--- src/epc_cfg.svh ---
// Constants of the external memory port control block.
// Assumes inclusion by bare name from every file that needs offsets.
// Overview of operation
// DM boot-space enable set routes data-bus accesses to the boot select
// Each space has 3-bit read and write waitstate counts, 0 to 7
// Mode 00 ends only on acknowledge, with at least two waitstates
// Mode 01 times reads and writes from their counts, ignores ack
// Mode 10 needs both count expiry and acknowledge
// Mode 11 ends at count expiry or acknowledge, whichever first
// Write hold keeps address and data one cycle after write strobe
// Write hold applies in every waitstate mode
// Divider codes 000 to 101 give 1:1 up to 1:32 memory clock; code 000 drives memory_side_clock at 1:2, as code 001 does
// Divider chosen per bank or space, paces setup and strobe
// After reset four banks of 63 or 64 pages each
// Bank 0 starts at 0x10000; an address in a bank asserts its select
// Write pending flag reads 1 while an external write is outstanding
// Bus busy field: 00 idle, 01 off-chip master, 10 on-chip master
// Five-bit field holds identity of current or last port master
// Two-bit field reports bytes held in the word packer
// Core is not stalled waiting for an external write to finish
// Bus request is active low and asynchronous
// With no access, grant next cycle after floating all drivers
// Request during an access is granted the cycle after it completes
// Grant released in the cycle request removal is seen
// Control layout: read 2-0, write 5-3, mode 7-6, divider 10-8
// Bus request passes a two-stage synchroniser
`ifndef EPC_CFG_SVH
`define EPC_CFG_SVH
`define EPC_OFF_ESTAT 8'h00
`define EPC_OFF_PSTAT 8'h04
`define EPC_OFF_CTL0  8'h08
`define EPC_OFF_CTL1  8'h0C
`define EPC_OFF_CTL2  8'h10
`define EPC_OFF_CTL3  8'h14
`define EPC_OFF_CTLB  8'h18
`define EPC_OFF_CTLI  8'h1C
`define EPC_OFF_PG10  8'h20
`define EPC_OFF_PG32  8'h24
`define EPC_DDBE_BIT  2
`define EPC_WPF_BIT   8
`define EPC_RWC_LSB   0
`define EPC_WWC_LSB   3
`define EPC_WMS_LSB   6
`define EPC_CDS_LSB   8
`define EPC_WHE_BIT   11
`define EPC_BSY_LSB   0
`define EPC_MID_LSB   2
`define EPC_WPS_LSB   7
`define EPC_CTL_RST   12'h0FF
`define EPC_PG10_RST  16'h4001
`define EPC_PG32_RST  16'hC080
`define EPC_ACK_MINWS 3'h2
`endif

--- src/epc_pkg.sv ---
// Types shared by the external memory port control modules.
// Assumes epc_cfg.svh supplies the numeric constants.
package epc_pkg;
  typedef enum logic [2:0] {
    EPC_IDLE  = 3'b000,
    EPC_SETUP = 3'b001,
    EPC_STRB  = 3'b010,
    EPC_HOLD  = 3'b011,
    EPC_GRNT  = 3'b100
  } epc_state_t;
  typedef enum logic [1:0] {
    EPC_WMS_ACK    = 2'b00,
    EPC_WMS_WAIT   = 2'b01,
    EPC_WMS_BOTH   = 2'b10,
    EPC_WMS_EITHER = 2'b11
  } epc_wms_t;
  typedef enum logic [1:0] {
    EPC_BSY_NONE = 2'b00,
    EPC_BSY_OFF  = 2'b01,
    EPC_BSY_ON   = 2'b10
  } epc_bsy_t;
endpackage : epc_pkg

--- src/epc_div_if.sv ---
// Divider select and memory clock pacing between the port and divider.
// Assumes both ends share clk.
`timescale 1ns/1ps
interface epc_div_if;
  logic [2:0] cds;
  logic       tick;
  logic       mclk;
  modport div  (input cds, output tick, output mclk);
  modport user (output cds, input tick, input mclk);
endinterface : epc_div_if

--- src/epc_sync.sv ---
// Two-stage synchroniser for pins from outside the clock domain.
// Assumes ce freezes it with the rest of the block.
`timescale 1ns/1ps
module epc_sync #(
  parameter int         W   = 1,
  parameter logic [W-1:0] RST = '0
) (
  input  wire logic         clk,
  input  wire logic         reset_n,
  input  wire logic         ce,
  input  wire logic [W-1:0] din,
  output logic      [W-1:0] dout
);
  logic [W-1:0] meta_q;
  // First stage feeds only the second stage
  always_ff @(posedge clk or negedge reset_n) begin
    if (!reset_n) begin
      meta_q <= RST;
      dout   <= RST;
    end else if (ce) begin
      meta_q <= din;
      dout   <= meta_q;
    end
  end
endmodule : epc_sync

--- src/epc_clkdiv.sv ---
// Memory clock divider: tick marks each memory clock period.
// Assumes cds codes above 101 are treated as 1:32.
`timescale 1ns/1ps
`include "epc_cfg.svh"
module epc_clkdiv (
  input  wire logic clk,
  input  wire logic reset_n,
  input  wire logic ce,
  epc_div_if.div    dv
);
  logic [4:0] cnt_q;
  logic [4:0] cnt_d;
  logic [4:0] lim;
  logic       mclk_q;
  logic       mclk_d;
  // Period minus one per divider code
  assign lim = (dv.cds > 3'h5) ? 5'h1F
             : 5'((6'h01 << dv.cds) - 6'h01);
  assign dv.tick = (cnt_q >= lim);
  assign cnt_d   = dv.tick ? 5'h00 : cnt_q + 5'h01;
  // At 1:1 the output can only toggle, so it shows half rate
  assign mclk_d  = (lim == 5'h00) ? ~mclk_q : (cnt_d > (lim >> 1));
  assign dv.mclk = mclk_q;
  always_ff @(posedge clk or negedge reset_n) begin
    if (!reset_n) begin
      cnt_q  <= 5'h00;
      mclk_q <= 1'b0;
    end else if (ce) begin
      cnt_q  <= cnt_d;
      mclk_q <= mclk_d;
    end
  end
endmodule : epc_clkdiv

--- src/epc_top.sv ---
// External memory port control: APB registers, bank decode,
// waitstate sequencing, write hold and external bus grant.
// Assumes core requests on clk; ack, data and bus request are pins.
//
// The APB register port and the register addresses were left to the implementer.
`timescale 1ns/1ps
`include "epc_cfg.svh"
module epc_top #(
  parameter logic [4:0] EXT_MID = 5'h1F, // arbitrary off-chip master id
  parameter int         AW      = 24
) (
  input  wire logic          clk,
  input  wire logic          reset_n,
  input  wire logic          ce,
  input  wire logic [7:0]    paddr,
  input  wire logic          psel,
  input  wire logic          penable,
  input  wire logic          pwrite,
  input  wire logic [31:0]   pwdata,
  output logic      [31:0]   prdata,
  output logic               pready,
  output logic               pslverr,
  input  wire logic          req_valid,
  input  wire logic          req_write,
  input  wire logic          req_io,
  input  wire logic          req_dm,
  input  wire logic [AW-1:0] req_addr,
  input  wire logic [15:0]   req_wdata,
  input  wire logic [4:0]    req_mid,
  output logic               req_ready,
  output logic               rd_valid,
  output logic      [15:0]   rd_data,
  input  wire logic [1:0]    packer_fill,
  input  wire logic          ack,
  input  wire logic          bus_request_n,
  output logic               bus_grant_n,
  output logic      [AW-1:0] mem_addr_o,
  output logic               mem_addr_oe,
  input  wire logic [15:0]   mem_data_i,
  output logic      [15:0]   mem_data_o,
  output logic               mem_data_oe,
  output logic      [3:0]    bank_select_bus_n,
  output logic               boot_space_select_n,
  output logic               io_space_select_n,
  output logic               select_oe,
  output logic               rd_n,
  output logic               wr_n,
  output logic               strobe_oe,
  output logic               memory_side_clock
);
  import epc_pkg::*;

  epc_state_t  st_q;
  epc_state_t  st_d;
  logic [11:0] ctl_q [6];
  logic [15:0] pg10_q;
  logic [15:0] pg32_q;
  logic        ddbe_q;
  logic        wpend_q;
  logic [4:0]  mid_q;
  logic [11:0] act_q;
  logic        wr_q;
  logic [2:0]  wcnt_q;
  logic [3:0]  bank_n_q;
  logic        boot_n_q;
  logic        io_n_q;
  logic [31:0] prdata_q;
  logic        rdv_q;
  logic [15:0] rdd_q;
  logic [AW-1:0] addr_q;
  logic [15:0] wdat_q;
  logic        br_s;
  logic        ack_s;
  logic [15:0] din_s;
  epc_div_if   dvi ();

  // Pins from outside pass two flip-flops before use
  epc_sync #(.W(1), .RST(1'b1)) u_br_sync (
    .clk     (clk),
    .reset_n (reset_n),
    .ce      (ce),
    .din     (bus_request_n),
    .dout    (br_s)
  );
  epc_sync #(.W(17), .RST(17'h00000)) u_ack_sync (
    .clk     (clk),
    .reset_n (reset_n),
    .ce      (ce),
    .din     ({ack, mem_data_i}),
    .dout    ({ack_s, din_s})
  );
  epc_clkdiv u_div (
    .clk     (clk),
    .reset_n (reset_n),
    .ce      (ce),
    .dv      (dvi.div)
  );

  // Bank decode on the 8-bit page number
  wire [7:0] page = req_addr[AW-1:AW-8];
  wire [7:0] lo [4];
  wire [3:0] bank_hit;
  assign lo[0] = pg10_q[7:0];
  assign lo[1] = pg10_q[15:8];
  assign lo[2] = pg32_q[7:0];
  assign lo[3] = pg32_q[15:8];
  for (genvar i = 0; i < 4; i++) begin : g_bank
    if (i == 3) begin : g_last
      assign bank_hit[i] = (page >= lo[i]);
    end else begin : g_mid
      assign bank_hit[i] = (page >= lo[i]) && (page < lo[i+1]);
    end
  end

  // Space selection for a new request
  wire use_boot = req_dm && ddbe_q && !req_io;
  wire [3:0] bank_sel = (use_boot || req_io) ? 4'h0
                      : bank_hit & ~(bank_hit >> 1)
                        & ~(bank_hit >> 2) & ~(bank_hit >> 3);
  wire [2:0] ctl_idx = req_io   ? 3'h5
                     : use_boot ? 3'h4
                     : bank_hit[3] ? 3'h3
                     : bank_hit[2] ? 3'h2
                     : bank_hit[1] ? 3'h1 : 3'h0;
  wire [11:0] new_ctl = ctl_q[ctl_idx];

  // Fields of the active control word
  wire [2:0] rwc  = act_q[`EPC_RWC_LSB +: 3];
  wire [2:0] wwc  = act_q[`EPC_WWC_LSB +: 3];
  wire [1:0] wms  = act_q[`EPC_WMS_LSB +: 2];
  wire       whe  = act_q[`EPC_WHE_BIT];
  wire [2:0] ws   = wr_q ? wwc : rwc;
  wire       cnt_ok = (wcnt_q >= ws);
  assign dvi.cds  = act_q[`EPC_CDS_LSB +: 3];
  assign memory_side_clock = dvi.mclk;

  // Completion condition for each waitstate mode
  wire done_ack    = ack_s && (wcnt_q >= `EPC_ACK_MINWS);
  wire done_wait   = cnt_ok;
  wire done_both   = cnt_ok && ack_s;
  wire done_either = cnt_ok || ack_s;
  wire strb_done = (wms == EPC_WMS_ACK)  ? done_ack
                 : (wms == EPC_WMS_WAIT) ? done_wait
                 : (wms == EPC_WMS_BOTH) ? done_both : done_either;
  wire strb_end  = (st_q == EPC_STRB) && dvi.tick && strb_done;
  wire br_act    = !br_s;
  wire take      = (st_q == EPC_IDLE) && !br_act && req_valid;
  wire acc_end   = (strb_end && !(wr_q && whe))
                 || ((st_q == EPC_HOLD) && dvi.tick);

  // Access and grant sequencing
  always_comb begin
    st_d = st_q;
    case (st_q)
      EPC_IDLE: begin
        if (br_act) st_d = EPC_GRNT;
        else if (req_valid) st_d = EPC_SETUP;
      end
      EPC_SETUP: begin
        if (dvi.tick) st_d = EPC_STRB;
      end
      EPC_STRB: begin
        if (strb_end) st_d = (wr_q && whe) ? EPC_HOLD
                                           : EPC_IDLE;
      end
      EPC_HOLD: begin
        if (dvi.tick) st_d = EPC_IDLE;
      end
      EPC_GRNT: begin
        if (!br_act) st_d = EPC_IDLE;
      end
      default: st_d = EPC_IDLE;
    endcase
  end

  always_ff @(posedge clk or negedge reset_n) begin
    if (!reset_n) st_q <= EPC_IDLE;
    else if (ce)  st_q <= st_d;
  end

  // Waitstate counter runs in memory clock periods of the strobe
  always_ff @(posedge clk or negedge reset_n) begin
    if (!reset_n) wcnt_q <= 3'h0;
    else if (ce) begin
      if (st_q != EPC_STRB) wcnt_q <= 3'h0;
      else if (dvi.tick && wcnt_q != 3'h7) wcnt_q <= wcnt_q + 3'h1;
    end
  end

  // Request capture; writes are taken without waiting for completion
  always_ff @(posedge clk or negedge reset_n) begin
    if (!reset_n) begin
      act_q    <= `EPC_CTL_RST;
      wr_q     <= 1'b0;
      addr_q   <= '0;
      wdat_q   <= 16'h0000;
      bank_n_q <= 4'hF;
      boot_n_q <= 1'b1;
      io_n_q   <= 1'b1;
    end else if (ce) begin
      if (take) begin
        act_q    <= new_ctl;
        wr_q     <= req_write;
        addr_q   <= req_addr;
        wdat_q   <= req_wdata;
        bank_n_q <= ~bank_sel;
        boot_n_q <= !use_boot;
        io_n_q   <= !req_io;
      end else if (acc_end) begin
        bank_n_q <= 4'hF;
        boot_n_q <= 1'b1;
        io_n_q   <= 1'b1;
      end
    end
  end

  // Read data return, pending flag and master identity
  always_ff @(posedge clk or negedge reset_n) begin
    if (!reset_n) begin
      rdv_q   <= 1'b0;
      rdd_q   <= 16'h0000;
      wpend_q <= 1'b0;
      mid_q   <= 5'h00;
    end else if (ce) begin
      rdv_q <= strb_end && !wr_q;
      if (strb_end && !wr_q) rdd_q <= din_s;
      if (take && req_write) wpend_q <= 1'b1;
      else if (acc_end) wpend_q <= 1'b0;
      if (take) mid_q <= req_mid;
      else if (st_q == EPC_IDLE && br_act) mid_q <= EXT_MID;
    end
  end

  // Pin drive; grant floats every driver
  wire drive = (st_q != EPC_GRNT);
  wire in_acc = (st_q == EPC_SETUP) || (st_q == EPC_STRB)
             || (st_q == EPC_HOLD);
  assign req_ready   = take;
  assign rd_valid    = rdv_q;
  assign rd_data     = rdd_q;
  assign mem_addr_o  = addr_q;
  assign mem_data_o  = wdat_q;
  assign mem_addr_oe = drive;
  assign mem_data_oe = drive && in_acc && wr_q;
  assign select_oe   = drive;
  assign strobe_oe   = drive;
  assign bank_select_bus_n   = bank_n_q;
  assign boot_space_select_n = boot_n_q;
  assign io_space_select_n   = io_n_q;
  assign rd_n = !((st_q == EPC_STRB) && !wr_q);
  assign wr_n = !((st_q == EPC_STRB) && wr_q);
  assign bus_grant_n = !((st_q == EPC_GRNT) && br_act);

  // Status words
  wire [1:0] bsy = (st_q == EPC_GRNT) ? EPC_BSY_OFF
                 : in_acc ? EPC_BSY_ON : EPC_BSY_NONE;
  wire [15:0] estat = (16'(wpend_q) << `EPC_WPF_BIT)
                    | (16'(ddbe_q) << `EPC_DDBE_BIT);
  wire [15:0] pstat = (16'(packer_fill) << `EPC_WPS_LSB)
                    | (16'(mid_q) << `EPC_MID_LSB)
                    | (16'(bsy) << `EPC_BSY_LSB);

  // APB decode
  wire a_es = (paddr == `EPC_OFF_ESTAT);
  wire a_ps = (paddr == `EPC_OFF_PSTAT);
  wire a_ct = (paddr >= `EPC_OFF_CTL0) && (paddr <= `EPC_OFF_CTLI)
           && (paddr[1:0] == 2'b00);
  wire a_p0 = (paddr == `EPC_OFF_PG10);
  wire a_p1 = (paddr == `EPC_OFF_PG32);
  wire a_ok = a_es || a_ps || a_ct || a_p0 || a_p1;
  wire [7:0] ct_off = paddr - `EPC_OFF_CTL0;
  wire [2:0] ct_i   = ct_off[4:2];
  wire wr_en = psel && penable && pwrite && a_ok;
  wire [15:0] rmux = a_es ? estat
                   : a_ps ? pstat
                   : a_ct ? {4'h0, ctl_q[ct_i]}
                   : a_p0 ? pg10_q
                   : a_p1 ? pg32_q : 16'h0000;
  assign pready  = 1'b1;
  assign pslverr = psel && penable && !a_ok;
  assign prdata  = prdata_q;

  // Read data is loaded in the setup phase
  always_ff @(posedge clk or negedge reset_n) begin
    if (!reset_n) prdata_q <= 32'h00000000;
    else if (ce && psel && !penable) prdata_q <= {16'h0000, rmux};
  end

  // Software-written registers
  always_ff @(posedge clk or negedge reset_n) begin
    if (!reset_n) begin
      for (int k = 0; k < 6; k++) ctl_q[k] <= `EPC_CTL_RST;
      pg10_q <= `EPC_PG10_RST;
      pg32_q <= `EPC_PG32_RST;
      ddbe_q <= 1'b0;
    end else if (ce && wr_en) begin
      if (a_es) ddbe_q <= pwdata[`EPC_DDBE_BIT];
      if (a_ct) ctl_q[ct_i] <= pwdata[11:0];
      if (a_p0) pg10_q <= pwdata[15:0];
      if (a_p1) pg32_q <= pwdata[15:0];
    end
  end
endmodule : epc_top

--- config.mk ---
export PLATFORM = sky130hd
export DESIGN_NAME = epc_top
export DESIGN_NICKNAME = d
export VERILOG_FILES = /design/src/epc_pkg.sv /design/src/epc_div_if.sv /design/src/epc_sync.sv /design/src/epc_clkdiv.sv /design/src/epc_top.sv
export VERILOG_INCLUDE_DIRS = /design/src /design/src/src
export SDC_FILE = /design/constraint.sdc
export NUM_CORES = 1
export LEC_CHECK = 0
export CORE_AREA = 5 5 187 189
export DETAILED_ROUTE_END_ITERATION = 10
export DIE_AREA = 0 0 192 194
export DONT_BUFFER_PORTS = 1
export SLEW_MARGIN = 25
export SYNTH_ARGS = -nofsm -noshare
export SYNTH_HDL_FRONTEND = slang
export SYNTH_HIERARCHICAL = 1
export SYNTH_SLANG_ARGS = --single-unit
--- constraint.sdc ---
create_clock -name clk -period 4.5 [get_ports clk]
set_input_delay 0.45 -clock clk [delete_from_list [all_inputs] [get_ports clk]]
set_output_delay 0.45 -clock clk [all_outputs]
set_load 0.05 [all_outputs]
==> results of run 1 <==
[worst paths after layout]
| check | endpoint |
|---|---|
| setup / recovery | rd_data[14] |
| setup reg to reg | rd_data[14] |
| hold reg to reg | act_q[3] |
| max in group asynchronous | ctl_q[37] |
| hold / removal | u_ack_sync/meta_q[1] |
| min in group clk | mid_q[3] |
[cells by family (layout without fill, tap and decap cells)]
logic type | after synthesis | in the layout | synth area share
AOI/OAI and AO/OA | 202 | 202 | 0.1134
buffers and inverters | 128 | 184 | 0.04998
and+or+nand+nor | 325 | 325 | 0.1110
xor gates and xnor gates | 2 | 2 | 0.001338
other | 2 | 18 | 0.0005736
DFF | 251 | 251 | 0.4863
muxes | 198 | 198 | 0.1876
adders and majority gates | 52 | 52 | 0.04969
[layout make-up]
type / instances / area, um2 / share of cell area
sequential: 251 / 6367 / 0.4232
multi-input combinational: 796 / 6131 / 0.4075
inverter: 53 / 198.9 / 0.01322
antenna: 1 / 2.502 / 0.0001663
timing repair buffer: 77 / 744.5 / 0.04948
tap: 448 / 560.5 / 0.03725
clock buffer: 41 / 860.8 / 0.05721
clock inverter: 13 / 181.4 / 0.01206
[metrics by stage]
step | power, W | util | instances
after global placement | 0.004787 | 0.4029 | 1559
after CTS | 0.007459 | 0.4531 | 1675
after floorplan | 0.004550 | - | 1175
after detailed placement | 0.004830 | 0.4029 | 1559
after global routing | 0.007749 | 0.4544 | 1680
final | 0.007378 | 0.4544 | 1680
[metal layers]
| metal | vias up | track usage | part of all wire | routed length (um) |
|---|---|---|---|---|
| li1 | 4178 | - | - | - |
| met1 | 4517 | 0.2568 | 0.44 | 15590 |
| met2 | 267 | 0.2912 | 0.46 | 16190 |
| met3 | 56 | 0.04609 | 0.078 | 2760 |
| met4 | 4 | 0.05045 | 0.024 | 839 |
| met5 | - | 0 | 0.00076 | 27 |
[flip-flops by register name, indices dropped and copies added (netlist names), 3 cells and up]
| register | cells |
|---|---|
| mid_q | 5 |
| ctl_q | 72 |
| act_q | 12 |
| rd_data | 16 |
| mem_data_o | 16 |
| st_q | 3 |
| bank_select_bus_n | 4 |
| pg32_q | 16 |
| u_div/cnt_q | 5 |
| u_ack_sync/dout | 17 |
| u_ack_sync/meta_q | 17 |
| wcnt_q | 3 |
| prdata | 16 |
| pg10_q | 16 |
| mem_addr_o | 24 |
[worst max-delay path, delay by kind of cell (launching register included)]
| kind | cells | cell delay (ns) |
|---|---|---|
| AOI/OAI and AO/OA | 5 | 1.01 |
| adders and majority gates | 2 | 0.54 |
| buffers and inverters | 2 | 0.47 |
| DFF | 1 | 0.49 |
| muxes | 2 | 0.50 |
| and+or+nand+nor | 2 | 0.59 |
[layout by cell type (no fill, tap or decap), types with 12 or more instances in the layout]
| cell | n |
|---|---|
| sky130_fd_sc_hd__nand2_1 | 215 |
| sky130_fd_sc_hd__dfrtp_1 | 182 |
| sky130_fd_sc_hd__mux2_2 | 137 |
| sky130_fd_sc_hd__dfstp_2 | 69 |
| sky130_fd_sc_hd__dlygate4sd3_1 | 65 |
| sky130_fd_sc_hd__inv_1 | 53 |
| sky130_fd_sc_hd__ha_1 | 52 |
| sky130_fd_sc_hd__o21ai_0 | 49 |
| sky130_fd_sc_hd__a21oi_1 | 44 |
| sky130_fd_sc_hd__nor2_1 | 31 |
| sky130_fd_sc_hd__mux2_4 | 30 |
| sky130_fd_sc_hd__clkbuf_16 | 29 |
| sky130_fd_sc_hd__mux2i_1 | 17 |
| sky130_fd_sc_hd__conb_1 | 17 |
| sky130_fd_sc_hd__nor2b_1 | 16 |
| sky130_fd_sc_hd__mux4_2 | 12 |
[repair_timing]
item | CTS | global route
hold endpoints to repair | 322 | 254
hold buffers | 62 | 3
gates resized for setup | 0 | 0
[power groups by stage]
stage / Clock (W) / Sequential (W) / Combinational (W)
after floorplan: 0 / 0.00351 / 0.00104
after global routing: 0.00271 / 0.00366 / 0.00138
final: 0.00254 / 0.00361 / 0.00122
after CTS: 0.00261 / 0.00362 / 0.00123
after detailed placement: 0 / 0.00366 / 0.00117
after global placement: 0 / 0.00365 / 0.00114
==> impl_metrics.tcl, run 1 <==
set metrics [dict create \
    outcome "finished, violations left" \
    violated_checks "hold timing" \
    hold_ws_ns -0.4144 \
    vias_per_cell 5.370 \
    top_level_ports 221 \
    clock_tree.root_cell "sky130_fd_sc_hd__clkbuf_16" \
    data_arrival_critical_path_ns 4.18 \
    cp-startpoint "act_q[10]" \
    layout_setup_ws_ns 0.7625 \
    p_int_w 0.004660 \
    ys_dominant_reg_cell "sky130_fd_sc_hd__dfrtp_1" \
    grt_max_degree 252 \
    clk_latency_ns 0.57 \
    cts_buffer_depth 3 \
    die-height_um 194 \
    tritoncts "done" \
    synth.avg_cell_area_um2 11.29 \
    pre_cts_ws_ns 0.7451 \
    combinational_fraction_of_design_power 0.166 \
    crit_path_largest_cell_delay_ns 0.49 \
    final.setup.tns_ns 0 \
    postSynthRegisterBits 251 \
    net-switching-power_w 0.002718 \
    endpoint_kind "flip-flop" \
    worst-r2r-setup-slack_ns 0.76 \
    synth.yosys.warnings 6 \
    irDropWorstVdd_mv 0.3032 \
    ff2ff_path_depth 13 \
    num_vias 9022 \
    final_max_slew_viol_count 0 \
    power_density_nw_per_um2 490.3 \
    routed_wl_um 35410 \
    fin_worst_skew_ns 0.01298 \
    seq_area_frac_synth 0.4863 \
    final_antenna_net_count 0 \
    max_cap_violations 0 \
    cellLeakagePower_nw 6.680 \
    clkSinkCount 251 \
    nets 1375 \
    floorplan.die_area_um2 37250 \
    row_count 67 \
    clock_tree.htree_level_count 1 \
    grt_pass1_wl_um 54800 \
    top_cell_type_s_share_of_synthesized_area 0.3479 \
    critical_path.max_fanout 17 \
    detail_route.wl_per_cell_um 21.08 \
    fin_crit_sh 0.8306 \
    drive_above_1_share 0.2827 \
    postSynth.asyncResetShare 1.000 \
    detailed_place_hpwl_um 23050 \
    netlist_top_cells_count "sky130_fd_sc_hd__nand2_1, sky130_fd_sc_hd__dfrtp_1, sky130_fd_sc_hd__mux2_2, sky130_fd_sc_hd__dfstp_2, sky130_fd_sc_hd__inv_1" \
    setup-violations-final 0 \
    required_time_reported_for_the_critical_path_endpoint_ns 4.94 \
    rr_startpoint "act_q[10]" \
    seq_power_share 0.490 \
    postLayoutCellArea_um2 15050 \
    timing.max_slew.rel_slack 0.4450 \
    register_clock_pin_slew_on_the_reported_worst_setup_and_hold_paths_ns 0.06 \
    gpl.final_weighted_congestion 0.8461 \
    placement.cell_area_um2 13340 \
    post_synth_instance_area_um2 13090 \
    gr-usage-all-layers 0.1855 \
    final.fill_count 3094 \
    number_of_buffers_added_on_ports 0 \
    rsz0062_at_grt "no" \
    switch_share 0.3684 \
    inserted_clock_buffers 29 \
    number_of_global_route_vias_before_repair 8970 \
    cp_slowest_cell "sky130_fd_sc_hd__dfrtp_1" \
    worst-slew-pin-transition_ns 0.8304 \
    clockPowerShare 0.344 \
    synth.top_cells.by_area "sky130_fd_sc_hd__dfrtp_1, sky130_fd_sc_hd__dfstp_2, sky130_fd_sc_hd__mux2_2" \
    finalHoldViolCount 251 \
    critical_path_class "reg -> reg" \
    syn2layout_area_growth_pct 14.93 \
    antenna_found_initial 3 \
    remaining_drc_errors 0 \
    drt_pre_antenna_iters 5 \
    cpMostUsedCell "sky130_fd_sc_hd__ha_1" \
    crit_chain "or3_4 -> ha_1 -> mux2i_1 -> o22ai_1 -> ha_1 -> a21oi_1 -> o21ai_0 -> a31oi_2 -> inv_1 -> o211ai_1 -> or3_1 -> buf_4 -> mux2_2" \
    postCtsSetupRepairBufs 0 \
    floorplan.initialDensity 0.3954 \
    cell_count_after_synthesis 1160 \
    drt-initial-drc-count 463 \
    synth.largest_area_cell "sky130_fd_sc_hd__dfrtp_1" \
    post-route-min-period_ns 3.738 \
    overflow 0 \
    synth_edf_count 0 \
    hp-class "in -> async" \
    synthMostInstantiatedCell "sky130_fd_sc_hd__nand2_1" \
    synth.distinct_cells 79 \
    worst_setup_path_start_kind "flip-flop" \
    die-width_um 192 \
    core_area_um2 33110 \
    max_freq_mhz 267.6 \
]
(Power assumes the default switching activity.)
==> run 2: changes to the inputs <==
==> constraint.sdc (replaced) <==
create_clock -name clk -period 3.4 [get_ports clk]
set_input_delay 0.34 -clock clk [delete_from_list [all_inputs] [get_ports clk]]
set_output_delay 0.34 -clock clk [all_outputs]
set_load 0.05 [all_outputs]
==> run 2 against run 1 <==
The flow still finishes with violations (hold timing). Sequential share of layout area shrank 0.71 points. Hold slack lost 0.092 ns. Setup slack lost 0.63 ns. Die area is the same. Routed wire length grew 0.11%. Combinational power grew 57%. Global-route usage shrank 0.072 points.
==> impl_metrics.tcl, run 2 (synthesis gave the netlist of run 1 again) <==
set metrics [dict create \
    syn2layout_area_growth_pct 16.90 \
    setup-violations-final 0 \
    finalHoldViolCount 251 \
    critical_path.max_fanout 17 \
    clk_latency_ns 0.56 \
    detail_route.wl_per_cell_um 20.69 \
    combinational_fraction_of_design_power 0.196 \
    number_of_global_route_vias_before_repair 9382 \
    cellLeakagePower_nw 6.788 \
    crit_path_largest_cell_delay_ns 0.42 \
    worst_setup_path_start_kind "flip-flop" \
    vias_per_cell 5.390 \
    critical_path_class "reg -> reg" \
    placement.cell_area_um2 13470 \
    drt_pre_antenna_iters 5 \
    non_filler_instances 1713 \
    nets 1408 \
    worst-slew-pin-transition_ns 0.8325 \
    final.setup.tns_ns 0 \
    row_count 67 \
    endpoint_kind "flip-flop" \
    final_antenna_net_count 0 \
    cp_slowest_cell "sky130_fd_sc_hd__or3_1" \
    hold_buffers 81 \
    drive_above_1_share 0.2903 \
    hp-class "in -> async" \
    grt.busiest_layer "met2" \
    worst-r2r-setup-slack_ns 0.14 \
    die-width_um 192 \
    largest_register_ffs 72 \
    timing.max_slew.rel_slack 0.4436 \
    clock_tree.htree_level_count 1 \
    num_vias 9233 \
    critical-path-top-delay-family "simple AND/OR/NAND/NOR gates" \
    die-height_um 194 \
    overflow 0 \
    regArea_um2 6367 \
    remaining_drc_errors 0 \
    mostFrequentLayoutCells "sky130_fd_sc_hd__nand2_1, sky130_fd_sc_hd__dfrtp_1, sky130_fd_sc_hd__mux2_2" \
    switch_share 0.3770 \
    post-route-min-period_ns 3.263 \
    cts_buffer_depth 3 \
    clkSinkCount 251 \
    fin_worst_skew_ns 0.01346 \
    clockPowerShare 0.315 \
    irDropWorstVdd_mv 0.4291 \
    hold_ws_ns -0.5066 \
    number_of_buffers_added_on_ports 0 \
    final.fill_count 3023 \
    top_level_ports 221 \
    registers.top_by_ff_count "ctl_q" \
    max_cap_violations 0 \
    seq_power_share 0.489 \
    multi_input_area_um2 6171 \
    layout.cells.most_common "sky130_fd_sc_hd__nand2_1" \
    gpl.final_weighted_congestion 0.8339 \
    fin_crit_sh 0.9596 \
    outcome "finished, violations left" \
    drt-initial-drc-count 472 \
    violated_checks "hold timing" \
    use_met3 0.04231 \
    floorplan.initialDensity 0.3954 \
    inserted_clock_buffers 29 \
    max_freq_mhz 306.5 \
    cp.buffers_inverters 4 \
    register_clock_pin_slew_on_the_reported_worst_setup_and_hold_paths_ns 0.06 \
    tritoncts "done" \
    data_arrival_critical_path_ns 3.70 \
    postLayoutCellArea_um2 15300 \
    floorplan.die_area_um2 37250 \
    p_int_w 0.006071 \
    final_max_slew_viol_count 0 \
    grt_max_degree 252 \
    final_standard_cell_utilization_of_the_core 0.4622 \
    routed_wl_um 35450 \
    grt_pass1_wl_um 54830 \
    gr-usage-all-layers 0.1847 \
    clock_tree.root_cell "sky130_fd_sc_hd__clkbuf_16" \
    power_density_nw_per_um2 636.7 \
    detailed_place_hpwl_um 23450 \
    antenna_found_initial 1 \
    dp_cells 1574 \
    grtUsageMet1 0.2562 \
    crit_chain "or3_4 -> ha_1 -> buf_4 -> o21bai_1 -> a22oi_2 -> ha_1 -> buf_4 -> a31oi_2 -> inv_2 -> o211ai_1 -> or3_1 -> buf_12 -> mux2_2" \
    required_time_reported_for_the_critical_path_endpoint_ns 3.84 \
    core_area_um2 33110 \
    global_route.usage.met2 0.2941 \
    net-switching-power_w 0.003674 \
]
run 2: cell count changes in the layout (fill, tap and decap cells not counted), moves of 2 or more:
cell	previous run	this run
sky130_fd_sc_hd__a21oi_1	44	41
sky130_fd_sc_hd__a21oi_2	0	3
sky130_fd_sc_hd__buf_4	11	26
sky130_fd_sc_hd__bufinv_16	4	2
sky130_fd_sc_hd__clkbuf_1	3	11
sky130_fd_sc_hd__clkbuf_8	9	3
sky130_fd_sc_hd__dlygate4sd3_1	65	80
run 2: area by class of cell:
| type | instances | share of cell area |
|---|---|---|
| Inverter | 53 | 0.01300 |
| Multi-Input combinational cell | 796 | 0.4032 |
| Sequential cell | 251 | 0.4160 |
| Clock inverter | 11 | 0.008257 |
| Clock buffer | 43 | 0.05281 |
| Tap cell | 448 | 0.03663 |
| Timing Repair Buffer | 110 | 0.06990 |
| Antenna cell | 1 | 0.0001635 |
run 2: path summary, 6_finish.rpt:
check                               start  cells past startpoint                  to
worst max-delay path            act_q[10]                     13          rd_data[9]
worst min-delay path              reset_n                      0  u_ack_sync/dout[1]
worst max register to register  act_q[10]                     13          rd_data[9]
worst min register to register  ctl_q[39]                      2            act_q[3]
max in group asynchronous         reset_n                      0            ctl_q[7]
min in group clk                       ce                      3       u_div/dv.mclk
run 2: power groups by stage:
stage / Combinational, W / Clock (W) / Sequential [W]
floorplan: 0.00138 / 0 / 0.00465
global placement: 0.00158 / 0 / 0.00481
detailed placement: 0.00165 / 0 / 0.00482
CTS: 0.00177 / 0.00315 / 0.00477
global route: 0.00213 / 0.00328 / 0.00481
finish: 0.00191 / 0.00307 / 0.00476
run 2: per-stage QoR:
step / power, W / hold WS (ns) / setup WS (ns)
after floorplan: 0.006022 / 0.04441 / 0.006578
after global placement: 0.006394 / 0.05494 / 0.1405
after detailed placement: 0.006464 / 0.05360 / 0.03881
after CTS: 0.009691 / -0.5459 / 0.02670
after global routing: 0.01022 / -0.5368 / -0.00008349
final: 0.009744 / -0.5066 / 0.1373
run 2: repair_timing:
item / CTS / global route
hold endpoints to repair: 450 / 251
setup buffers: 0 / 2
gates resized for setup: 0 / 11
endpoints found under the setup margin: 0 / 28
run 2: layer usage:
layer	vias to the layer above	routed length, um
li1	4248	-
met4	0	781
met5	-	0
met2	305	16300
met1	4628	15790
met3	52	2579
==> run 3: changes to the inputs <==
--- a/config.mk
+++ b/config.mk
@@ -6,9 +6,9 @@
 export SDC_FILE = /design/constraint.sdc
 export NUM_CORES = 1
 export LEC_CHECK = 0
-export CORE_AREA = 5 5 187 189
+export CORE_AREA = 5 5 197 180
 export DETAILED_ROUTE_END_ITERATION = 10
-export DIE_AREA = 0 0 192 194
+export DIE_AREA = 0 0 202 185
 export DONT_BUFFER_PORTS = 1
 export SLEW_MARGIN = 25
 export SYNTH_ARGS = -nofsm -noshare
==> run 3 against run 2 <==
The run still ends with hold timing left. Die area is 0.33% higher. Register-to-register slack gained 0.04 ns. First-iteration DRC count rose by 24%. Power decreased by 2.3%. Hold slack got worse by 0.0029 ns. Clock power shrank 3%. Sequential power hardly changed. Critical endpoint is now rd_data[14]. Largest cell class unchanged. Largest power group unchanged. Highest routed layer unchanged.
==> impl_metrics.tcl, run 3 (synthesis gave the netlist of run 1 again) <==
set metrics [dict create \
    drt-initial-drc-count 583 \
    hold_ws_ns -0.5095 \
    data_arrival_critical_path_ns 3.65 \
    final_max_slew_viol_count 0 \
    cp-startpoint "act_q[10]" \
    dp_cells 1557 \
    row_count 64 \
    inserted_clock_buffers 28 \
    max_freq_mhz 310.0 \
    fin_worst_skew_ns 0.03552 \
    number_of_global_route_vias_before_repair 9329 \
    drive_above_1_share 0.2861 \
    detail_route.wl_per_cell_um 21.05 \
    detailed_place_hpwl_um 23680 \
    cts_buffer_depth 3 \
    worst-slew-pin-transition_ns 0.8051 \
    hp-class "in -> async" \
    clock_tree.htree_level_count 1 \
    hold_buffers 82 \
    top_level_ports 221 \
    required_time_reported_for_the_critical_path_endpoint_ns 3.82 \
    largest_register_ffs 72 \
    finalHoldViolCount 251 \
    non_filler_instances 1697 \
    syn2layout_area_growth_pct 16.39 \
    die-width_um 202 \
    tritoncts "done" \
    irDropWorstVdd_mv 0.3550 \
    setup-violations-final 0 \
    clk_latency_ns 0.57 \
    outcome "finished, violations left" \
    cp.buffers_inverters 2 \
    nets 1408 \
    critical_path_class "reg -> reg" \
    register_clock_pin_slew_on_the_reported_worst_setup_and_hold_paths_ns 0.06 \
    cellLeakagePower_nw 6.776 \
    timing.max_slew.rel_slack 0.4620 \
    cpMostUsedCell "sky130_fd_sc_hd__or3_4" \
    number_of_buffers_added_on_ports 0 \
    remaining_drc_errors 0 \
    crit_path_largest_cell_delay_ns 0.41 \
    die-height_um 185 \
    fin_crit_sh 0.9488 \
    vias_per_cell 5.444 \
    grt_pass1_wl_um 54740 \
    power_density_nw_per_um2 624.6 \
    grt_max_degree 252 \
    crit_chain "or3_4 -> ha_2 -> mux2i_1 -> o22ai_2 -> ha_1 -> nand2_1 -> o21ai_1 -> a31oi_2 -> inv_2 -> o211ai_1 -> or3_4 -> buf_12 -> mux2_2" \
    endpoint_kind "flip-flop" \
    final_standard_cell_utilization_of_the_core 0.4563 \
    critical_path.max_fanout 17 \
    postCtsSetupRepairBufs 0 \
    routed_wl_um 35710 \
    gr-usage-all-layers 0.1848 \
    post-route-min-period_ns 3.226 \
    pre_cts_ws_ns 0.009913 \
    floorplan.initialDensity 0.3921 \
    max_cap_violations 0 \
    overflow 0 \
    layout_setup_ws_ns 0.1741 \
    violated_checks "hold timing" \
    gpl.final_weighted_congestion 0.8247 \
    worst_setup_path_start_kind "flip-flop" \
    num_vias 9239 \
    clock_tree.root_cell "sky130_fd_sc_hd__clkbuf_16" \
    registers.top_by_ff_count "ctl_q" \
    drt_pre_antenna_iters 7 \
    floorplan.die_area_um2 37370 \
    core_area_um2 33390 \
    layout.cells.most_common "sky130_fd_sc_hd__nand2_1" \
    cp_slowest_cell "sky130_fd_sc_hd__or3_4" \
    antenna_found_initial 4 \
    final_antenna_net_count 0 \
    mostFrequentLayoutCells "sky130_fd_sc_hd__nand2_1, sky130_fd_sc_hd__dfrtp_1, sky130_fd_sc_hd__mux2_2" \
    rr_startpoint "act_q[10]" \
    critical-path-top-delay-family "simple AND/OR/NAND/NOR gates" \
    final.setup.tns_ns 0 \
    clkSinkCount 251 \
]
## run 3: layout make-up
type | count | area (um2)
Clock buffer | 45 | 834.6
Inverter | 53 | 198.9
Sequential cell | 251 | 6367
Fill cell | 3091 | 18150
Clock inverter | 6 | 66.31
Timing Repair Buffer | 111 | 1072
Multi-Input combinational cell | 796 | 6147
Tap cell | 429 | 536.8
Antenna cell | 6 | 15.01
## run 3: layer usage
metal,wire [um],GRT usage,up-vias
met1,16720,0.2632,4672
li1,-,-,4252
met3,2304,0.04097,50
met4,817,0.04647,0
met2,15870,0.2887,265
met5,0,0,-
## run 3: final timing paths
path	slack [ns]	to	depth (start not counted)
max	0.17	rd_data[14]	13
max in group asynchronous	3.41	ctl_q[44]	0
min in group clk	0.06	prdata[4]	2
min	-0.51	mem_data_o[5]	0
max reg2reg	0.17	rd_data[14]	13
min reg2reg	0.49	act_q[0]	2
## run 3: where the power goes
part	internal, W	switching [W]	total [W]
Sequential	0.00341	0.00134	0.00475
Clock	0.00175	0.00123	0.00298
Combinational	0.000766	0.00102	0.00179
Total	0.00592	0.00359	0.00952
## run 3: metrics by stage
stage                     instance area [um2]  power [W]
after global placement                  13460   0.006401
after detailed placement                13460   0.006452
after floorplan                         13150   0.006022
after CTS                               15200   0.009597
after global routing                    15230   0.009981
final                                   15240   0.009517
## run 3: what timing repair did
item                                    in CTS  in global routing
pin swaps                                    0                  1
endpoints found under the setup margin      16                 27
hold endpoints to repair                   447                251
gates resized for setup                      1                  5
cloned                                       0                  0
